===== config.mk =====
export PLATFORM = sky130hd
export DESIGN_NAME = clock_gen_status_flags
export DESIGN_NICKNAME = d
export VERILOG_FILES = /design/src/hw/clkgen_pkg.sv /design/src/hw/clkgen_sync_if.sv /design/src/hw/clock_gen_status_flags.sv /design/src/hw/clkgen_sync.sv
export SDC_FILE = /design/constraint.sdc
export NUM_CORES = 1
export LEC_CHECK = 0
export ABC_AREA = 1
export BUFFER_PORTS_ARGS = -buffer_cell sky130_fd_sc_hd__buf_2
export CAP_MARGIN = 30
export CORE_UTILIZATION = 46
export CTS_CLUSTER_DIAMETER = 120
export CTS_CLUSTER_SIZE = 25
export DETAILED_ROUTE_END_ITERATION = 8
export MAX_ROUTING_LAYER = met4
export PLACE_DENSITY = 0.78
export SLEW_MARGIN = 20
export SYNTH_ARGS = -nofsm -noshare
export SYNTH_HDL_FRONTEND = slang
export SYNTH_SLANG_ARGS = --single-unit

===== constraint.sdc =====
create_clock -name core_clk -period 2.3 [get_ports core_clk]
set_clock_uncertainty 0.15 [all_clocks]
set_input_delay 0.115 -clock core_clk [delete_from_list [all_inputs] [get_ports core_clk]]
set_output_delay 0.115 -clock core_clk [all_outputs]
set_load 0.02 [all_outputs]

===== src/hw/clkgen_pkg.sv =====
// package of offsets, field positions and reset values for the clock generator status block
// assumes an apb slave with 32-bit data, one aligned word per register
package clkgen_pkg;
	// register byte addresses
	localparam logic [7:0] status_one_addr = 8'h00;
	localparam logic [7:0] control_addr = 8'h04;
	// status field positions
	localparam int mode_hi_bit = 7;
	localparam int mode_lo_bit = 6;
	localparam int ref_bit = 5;
	localparam int lol_bit = 4;
	localparam int lock_bit = 3;
	localparam int loc_bit = 2;
	localparam int ext_good_bit = 1;
	localparam int irq_bit = 0;
	// control field positions
	localparam int sel_lo_bit = 0;
	localparam int sel_hi_bit = 1;
	localparam int lock_loss_reset_enable_bit = 2;
	localparam int clock_loss_reset_enable_bit = 3;
	// clock mode codes
	localparam logic [1:0] mode_self = 2'h0;
	localparam logic [1:0] mode_fll_int = 2'h1;
	localparam logic [1:0] mode_byp_ext = 2'h2;
	localparam logic [1:0] mode_fll_ext = 2'h3;
	// reset values
	localparam logic [1:0] mode_reset = 2'h0;
	localparam logic [3:0] control_reset = 4'h0;
	localparam logic [31:0] zero_word = 32'h0000_0000;
endpackage


===== src/hw/clkgen_sync_if.sv =====
// interface carrying one synchronised status bundle between modules
// assumes both ends run on core_clk
`timescale 1ns/100ps
interface clkgen_sync_if;
	logic [1:0] mode;
	logic ref_xtal;
	logic lock;
	logic lol_evt;
	logic loc_evt;
	modport src (output mode, ref_xtal, lock, lol_evt, loc_evt);
	modport dst (input mode, ref_xtal, lock, lol_evt, loc_evt);
endinterface


===== src/hw/clock_gen_status_flags.sv =====
// clock generator status register, sticky flags and pending-interrupt flag on apb
// assumes raw clock-generator status pins are asynchronous to core_clk
`timescale 1ns/100ps
module clock_gen_status_flags (
	// clock and reset
	input wire logic core_clk,
	input wire logic reset_n,
	// apb slave
	input wire logic psel,
	input wire logic penable,
	input wire logic pwrite,
	input wire logic [7:0] paddr,
	input wire logic [31:0] pwdata,
	output logic [31:0] prdata,
	output logic pready,
	output logic pslverr,
	// raw clock generator status
	input wire logic [1:0] raw_mode,
	input wire logic raw_ref_xtal,
	input wire logic raw_lock,
	input wire logic raw_lock_lost,
	input wire logic raw_clock_lost,
	input wire logic raw_ext_good,
	// control to the clock generator
	output logic [1:0] clock_mode_select,
	output logic lock_loss_reset_enable,
	output logic clock_loss_reset_enable,
	// reset requests from sticky losses
	output logic lock_loss_reset_req,
	output logic clock_loss_reset_req,
	// interrupt request
	output logic clkgen_irq
);
	logic rst_meta_q, rst_n_q;
	logic [3:0] control_q;
	logic lock_loss_sticky_q, clock_loss_sticky_q, clkgen_irq_flag_q;
	logic armed_q;
	logic ext_s1_q, ext_s2_q, ext_s3_q, ext_good_q;
	logic [31:0] prdata_q;
	logic pready_q, pslverr_q, irq_q, lolr_q, locr_q;

	clkgen_sync_if sif ();

	////////////////////////////////////////////////////////////////////
	// reset release through two flops
	always_ff @(posedge core_clk or negedge reset_n) begin
		if (!reset_n) begin
			rst_meta_q <= 1'b0;
			rst_n_q <= 1'b0;
		end else begin
			rst_meta_q <= 1'b1;
			rst_n_q <= rst_meta_q;
		end
	end

	////////////////////////////////////////////////////////////////////
	// synchronise raw status
	clkgen_sync u_sync (
		.core_clk(core_clk),
		.rst_n(rst_n_q),
		.raw_in({raw_clock_lost, raw_lock_lost, raw_lock, raw_ref_xtal, raw_mode}),
		.out(sif)
	);

	// external reference good, three flops and agreement filter
	always_ff @(posedge core_clk or negedge rst_n_q) begin
		if (!rst_n_q) begin
			ext_s1_q <= 1'b0;
			ext_s2_q <= 1'b0;
			ext_s3_q <= 1'b0;
			ext_good_q <= 1'b0;
		end else begin
			ext_s1_q <= raw_ext_good;
			ext_s2_q <= ext_s1_q;
			ext_s3_q <= ext_s2_q;
			if (ext_s2_q == ext_s3_q) begin
				ext_good_q <= ext_s3_q;
			end
		end
	end

	////////////////////////////////////////////////////////////////////
	// apb decode
	wire setup = psel & ~penable;
	wire access = psel & penable;
	wire hit_status = (paddr == clkgen_pkg::status_one_addr);
	wire hit_control = (paddr == clkgen_pkg::control_addr);
	wire hit_any = hit_status | hit_control;
	wire wr_status = access & pwrite & hit_status & pready_q;
	wire wr_control = access & pwrite & hit_control & pready_q;
	wire rd_status = access & ~pwrite & hit_status & pready_q;

	// lock bit is forced low outside fll modes
	wire fll_mode = (sif.mode == clkgen_pkg::mode_fll_int) |
		(sif.mode == clkgen_pkg::mode_fll_ext);
	wire lock_view = sif.lock & fll_mode;

	// any new event raises the pending interrupt
	wire irq_event = sif.lol_evt | sif.loc_evt;
	wire clr_one = wr_status & pwdata[clkgen_pkg::irq_bit];
	wire sticky_clr = wr_status;

	// status byte assembly
	wire [7:0] status_byte = {sif.mode, sif.ref_xtal, lock_loss_sticky_q, lock_view,
		clock_loss_sticky_q, ext_good_q, clkgen_irq_flag_q};

	wire [31:0] rd_word = hit_status ? {24'h00_0000, status_byte} :
		hit_control ? {28'h000_0000, control_q} : clkgen_pkg::zero_word;

	////////////////////////////////////////////////////////////////////
	// control register
	always_ff @(posedge core_clk or negedge rst_n_q) begin
		if (!rst_n_q) begin
			control_q <= clkgen_pkg::control_reset;
		end else if (wr_control) begin
			control_q <= pwdata[3:0];
		end
	end

	////////////////////////////////////////////////////////////////////
	// sticky loss flags, set wins over clear by writing one to the bit
	always_ff @(posedge core_clk or negedge rst_n_q) begin
		if (!rst_n_q) begin
			lock_loss_sticky_q <= 1'b0;
			clock_loss_sticky_q <= 1'b0;
		end else begin
			if (sif.lol_evt) begin
				lock_loss_sticky_q <= 1'b1;
			end else if (sticky_clr & pwdata[clkgen_pkg::lol_bit]) begin
				lock_loss_sticky_q <= 1'b0;
			end
			if (sif.loc_evt) begin
				clock_loss_sticky_q <= 1'b1;
			end else if (sticky_clr & pwdata[clkgen_pkg::loc_bit]) begin
				clock_loss_sticky_q <= 1'b0;
			end
		end
	end

	////////////////////////////////////////////////////////////////////
	// interrupt flag with read-then-write-one clearing
	always_ff @(posedge core_clk or negedge rst_n_q) begin
		if (!rst_n_q) begin
			clkgen_irq_flag_q <= 1'b0;
			armed_q <= 1'b0;
		end else begin
			if (irq_event) begin
				clkgen_irq_flag_q <= 1'b1;
				armed_q <= 1'b0;
			end else if (clr_one & armed_q) begin
				clkgen_irq_flag_q <= 1'b0;
				armed_q <= 1'b0;
			end else if (rd_status & prdata_q[clkgen_pkg::irq_bit]) begin
				// arm only if the word software saw had the flag set
				armed_q <= 1'b1;
			end
		end
	end

	////////////////////////////////////////////////////////////////////
	// apb answer: no wait state, ready in the first access cycle
	always_ff @(posedge core_clk or negedge rst_n_q) begin
		if (!rst_n_q) begin
			pready_q <= 1'b0;
			pslverr_q <= 1'b0;
			prdata_q <= clkgen_pkg::zero_word;
		end else begin
			pready_q <= setup;
			pslverr_q <= setup & ~hit_any;
			if (setup & ~pwrite) begin
				prdata_q <= rd_word;
			end
		end
	end

	////////////////////////////////////////////////////////////////////
	// registered outputs
	always_ff @(posedge core_clk or negedge rst_n_q) begin
		if (!rst_n_q) begin
			irq_q <= 1'b0;
			lolr_q <= 1'b0;
			locr_q <= 1'b0;
		end else begin
			irq_q <= clkgen_irq_flag_q | irq_event;
			lolr_q <= lock_loss_sticky_q & control_q[clkgen_pkg::lock_loss_reset_enable_bit];
			locr_q <= clock_loss_sticky_q & control_q[clkgen_pkg::clock_loss_reset_enable_bit];
		end
	end

	// port assignments
	assign prdata = prdata_q;
	assign pready = pready_q;
	assign pslverr = pslverr_q;
	assign clkgen_irq = irq_q;
	assign lock_loss_reset_req = lolr_q;
	assign clock_loss_reset_req = locr_q;
	assign clock_mode_select = control_q[clkgen_pkg::sel_hi_bit:clkgen_pkg::sel_lo_bit];
	assign lock_loss_reset_enable = control_q[clkgen_pkg::lock_loss_reset_enable_bit];
	assign clock_loss_reset_enable = control_q[clkgen_pkg::clock_loss_reset_enable_bit];
endmodule


===== src/hw/clkgen_sync.sv =====
// three-stage synchronisers for the clock generator's raw status pins except raw_ext_good
// assumes raw inputs come from another clock domain; events are rising edges
`timescale 1ns/100ps
module clkgen_sync (
	// clock and reset
	input wire logic core_clk,
	input wire logic rst_n,
	// raw inputs
	input wire logic [5:0] raw_in,
	// synchronised output
	clkgen_sync_if.src out
);
	logic [5:0] s1_q, s2_q, s3_q, stable_q, prev_q;
	logic [5:0] agree;

	// three flops per bit
	always_ff @(posedge core_clk or negedge rst_n) begin
		if (!rst_n) begin
			s1_q <= '0;
			s2_q <= '0;
			s3_q <= '0;
		end else begin
			s1_q <= raw_in;
			s2_q <= s1_q;
			s3_q <= s2_q;
		end
	end

	// a change counts once second and third stages agree
	genvar i;
	generate
		for (i = 0; i < 6; i++) begin : g_bit
			assign agree[i] = (s2_q[i] == s3_q[i]) ? s3_q[i] : stable_q[i];
		end
	endgenerate

	// stable copy and its previous value for edge events
	always_ff @(posedge core_clk or negedge rst_n) begin
		if (!rst_n) begin
			stable_q <= '0;
			prev_q <= '0;
		end else begin
			stable_q <= agree;
			prev_q <= stable_q;
		end
	end

	// mode lags the raw_mode pins through the sync chain
	assign out.mode = stable_q[1:0];
	assign out.ref_xtal = stable_q[2];
	assign out.lock = stable_q[3];
	assign out.lol_evt = stable_q[4] & ~prev_q[4];
	assign out.loc_evt = stable_q[5] & ~prev_q[5];
endmodule


## Yosys cells after proc, flatten, opt, wreduce, memory -nomap -nowiden

Cells that the tools add are included.
W data, S select, Z words.

- Bits in registers: 81
- Input bits: 52
- Output and inout bits: 41
- Logic and storage cells: 84

- Equal/unequal tests: 10
- Multiplexer cells: 11
- Bitwise operators: 31
- Reduce and logical (&&, ||, !) cells: 5

Operator list:

| operator | count |
|---|---|
| $and A1 B1 Y1 | 22 |
| $mux W1 | 9 |
| $eq A8 B3 Y1 const B | 1 |
| $logic_not A8 Y1 | 1 |
| $mux W8 | 1 |
| $eq A1 B1 Y1 | 7 |
| $reduce_bool A2 Y1 | 3 |
| $not A1 Y1 | 5 |
| $mux W4 | 1 |
| $or A1 B1 Y1 | 4 |
| $reduce_bool A3 Y1 | 1 |
| $eq A2 B1 Y1 const B | 1 |
| $eq A2 B2 Y1 const B | 1 |

## Longest topological paths before layout

- Depth in word-level cells: 8
- Depth in mapped cells: 8
- Mapped depth without buffers: 8

## Hierarchy

Synthesis repeated with hierarchy kept, for this count alone.

- Cells, all modules: 209
- Area total of the unflattened synthesis: 2098.3 um^2

Modules (own cells, without submodules):

| module | times used | cells each | area each (um^2) | seq. area each (um^2) |
|---|---|---|---|---|
| clock_gen_status_flags | 1 | 155 | 1327.5 | 675.6 |
| clkgen_sync | 1 | 54 | 770.7 | 650.6 |

## Worst setup path after synthesis

No wires, ideal clock.

- Path type: reg2reg
- From: register pready_q (netlist: pready)
- To: register control_q[3]
- Setup time: 117 ps
- Arrival time: 1037 ps
- Data required time: 2033 ps
- Setup slack: 996 ps
- Stages on the path, launching flop included: 6
- Buffers on the path: 0
- Period minus slack after synthesis: 1304 ps
- Cells stage by stage: dfrtp_1 -> nand3_1 -> nor2_2 -> nand2_1 -> nand2_1 -> nand2_1

- Cells in the longest elaborated chain, start to end: 1

Ends and longest elaborated chain:

| element | RTL line | source |
|---|---|---|
| start, declared | clock_gen_status_flags.sv:40 | `logic pready_q, pslverr_q, irq_q, lolr_q, locr_q;` |
| start signal, assigned | clock_gen_status_flags.sv:168 | `pready_q <= setup;` |
| $and A1 B1 Y1 | clock_gen_status_flags.sv:90 | `wire wr_control = access & pwrite & hit_control & pready_q;` |
| end signal, assigned | clock_gen_status_flags.sv:114 | `control_q <= clkgen_pkg::control_reset;` |
| end signal, assigned | clock_gen_status_flags.sv:116 | `control_q <= pwdata[3:0];` |
| end, declared | clock_gen_status_flags.sv:35 | `logic [3:0] control_q;` |

No other way between the ends.
A chain may end at the register's enable or synchronous reset.

## Worst setup path in the final report

- From: input port psel
- To: register prdata_q[5] (netlist: prdata[5])

- Cells in the longest elaborated chain, start to end: 2

Ends and longest elaborated chain:

| element | RTL line | source |
|---|---|---|
| start, declared | clock_gen_status_flags.sv:9 | `input wire logic psel,` |
| $and A1 B1 Y1 | clock_gen_status_flags.sv:84 | `wire setup = psel & ~penable;` |
| $and A1 B1 Y1 | clock_gen_status_flags.sv:170 | `if (setup & ~pwrite) begin` |
| end signal, assigned | clock_gen_status_flags.sv:166 | `prdata_q <= clkgen_pkg::zero_word;` |
| end signal, assigned | clock_gen_status_flags.sv:171 | `prdata_q <= rd_word;` |
| end, declared | clock_gen_status_flags.sv:39 | `logic [31:0] prdata_q;` |

No other way between the ends.

==> run summary <==
dpl hpwl: 2.29 mm
Cell Rows: 23
drt initial violations: 96
routed wire length: 3.29 mm
CP Max Fanout: 9
Core Region: 4140 sq um
Ports: 93
status: finished clean
final sum of negative setup slack: 0 ns
most frequent cells in the layout: 57 x nand2_1, 52 x dfrtp_1, 41 x buf_2
Die X: 68.9 um
Final setup viols: 0
switching pwr: 0.375 mW
Via density: 4.40
actual slew at the worst max-slew pin: 0.646 ns
Yosys warning total: 0
Power per Cell Area: 650 nW/um^2
final hold vios: 0
Clock Sinks: 53
WP data required: 2.34 ns
CTS clk-pin slew, worst paths: 0.08 ns
CTS tree: built
port buffer count: 41
CP arrival: 1.56 ns
Final Core Density: 60.0%
Post-route DRC: 0
Crit Path Class: in2reg
fmax: 660 MHz
Post-Layout Cell Count: 305
first-pass GRT wire length: 5.40 mm
Sw Ratio: 23.2%
leakage: 1.33 nW
initial antenna violation count: 0
Die Span Y: 68.9 um
Seq pwr share: 61.8%
total CTS buffers: 5
Setup WS pre-CTS: 0.940 ns
internal power: 1.24 mW
multi-input logic area: 579 sq um
max cap viols: 0
count of pins over their slew limit: 0
Inst Count DP: 280
sequential share of the synthesized area: 64.5%
Critical Path Max Stage Delay: 0.52 ns
Yosys cell types: 17
Tot GR Track Use: 16.8%
CTS max path bufs: 2
Ant. Diodes: 0
FF/Latch Area: 1330 sq um
Final min period: 1.51 ns
Comb power frac: 8.3%
Final period util: 65.9%
detailed-route via count: 1,342
RSZ-0062 raised after global routing: false
area grow syn2layout: 20.9%
slew margin rel.: 56.9%
Overflow after GRT: 0
gpl congestion: 0.733
Fill cells: 376
WHS: 0.101 ns
pin count of the biggest net entering global routing: 33
total power: 1.61 mW
clock latency on the worst-skew pair: 0.30 ns
synthesized flop and latch total: 53
worst setup margin: 0.785 ns
number of nets in the layout: 306
layout cells sized above 1: 23.5%
Worst path slowest cell: dlygate4sd3_1
worst vdd ir: 0.469 mV
post-CTS repair timing setup buffer count: 0
Routed Antenna Nets: 0
Cell Area, Synth: 2060 sq um
Starting Density: 49.6%
critical path endpoint category: flip-flop
Critical Path, Cell by Cell: dlygate4sd3_1 -> buf_2 -> nand2_1 -> nor2_2 -> inv_1 -> nand2_1 -> nand2_1
die area: 4740 sq um
post-route cell area: 2480 sq um
Post-Synthesis Cells: 189
Critical Path Start Type: primary input
vias in the first global route: 1,324
H-tree levels: 2
Mapped Avg Cell Area: 10.9 sq um
most common cell after layout, fill and taps aside: nand2_1
PostCTS Resize Cnt: 0
Clk pwr share: 30.0%
worst hold path type: in2reg
placed cell areas: 2230 sq um
clock root buffer: clkbuf_8
Routed WL per cell: 10.8 um
DR pass1 iterations: 4
Most common cell on crit path: nand2_1
## cell type report
type / instances / area share [%]
flip-flops and latches: 53 / 53.4
well taps: 50 / 2.52
multi-input cells: 122 / 23.3
clock buffers: 8 / 3.22
repair buffers: 60 / 15.7
inverters: 12 / 1.81
## path summary, 6_finish.rpt
check / endpoint / slack (ns) / depth (start not counted) / from
max: prdata[5]$_DFFE_PN0P_ / 0.79 / 7 / psel
min: prdata[2]$_DFFE_PN0P_ / 0.10 / 6 / penable
max reg2reg: control_q[3]$_DFFE_PN0P_ / 0.93 / 5 / pready$_DFF_PN0_
min reg2reg: u_sync.s3_q[1]$_DFF_PN0_ / 0.15 / 0 / rst_n_q$_DFF_PN0_
max in group asynchronous: clock_loss_reset_req$_DFF_PN0_ / 1.25 / 1 / rst_n_q$_DFF_PN0_
min in group asynchronous: u_sync.s3_q[1]$_DFF_PN0_ / 0.15 / 0 / rst_n_q$_DFF_PN0_
## cells in the mapped netlist, drive strengths merged
library cell,count,area share [%]
inv,12,2.2
buf,25,9.3
or2,1,0.30
nor2,11,3.5
dfrtp,53,65
nor3,1,0.24
nand3,12,3.2
a21boi,4,1.5
a21oi,1,0.24
nand2,60,11
conb,2,0.37
maj3,7,3.4
## power by group through the flow
stage	clock network (mW)	registers [mW]	logic [mW]
6_report	0.484	0.997	0.133
2_1_floorplan	0	1.02	0.0985
4_1_cts	0.505	0.999	0.134
3_3_place_gp	0	1.02	0.109
3_5_place_dp	0	1.02	0.111
5_1_grt	0.533	1.00	0.152
## metal layers
layer | track usage, % | wire [um] | vias up
met3 | 5.92 | 211 | 5
met1 | 18.4 | 1400 | 623
li1 | - | - | 665
met4 | 7.40 | 57 | 0
met2 | 27.4 | 1630 | 49
met5 | - | 0 | -
## critical path: cells and delay by family
kind                   cells  cell delay [ns]
buffers and inverters      3             0.88
and+or+nand+nor            4             0.56
## what timing repair did
action                     in CTS  in global routing
setup endpoints to repair       0                  0
hold buffers                   17                  0
hold endpoints to repair       19                  0
## flip-flops by register name, summed over array words and instances (netlist names), 2 cells and up
name and count:
u_sync.s3_q 6, u_sync.s2_q 6, u_sync.prev_q 2, u_sync.stable_q 6, control_q 4, u_sync.s1_q 6
prdata 8
## logic make-up after synthesis
family / share of synthesized area, %
flip-flops: 64.5
adder cells (fa/ha/maj): 3.41
AO/OA/AOI/OAI: 1.70
AND/OR/NAND/NOR: 18.5
other: 0.365
buffers and inverters: 11.5
(Power assumes the default switching activity.)
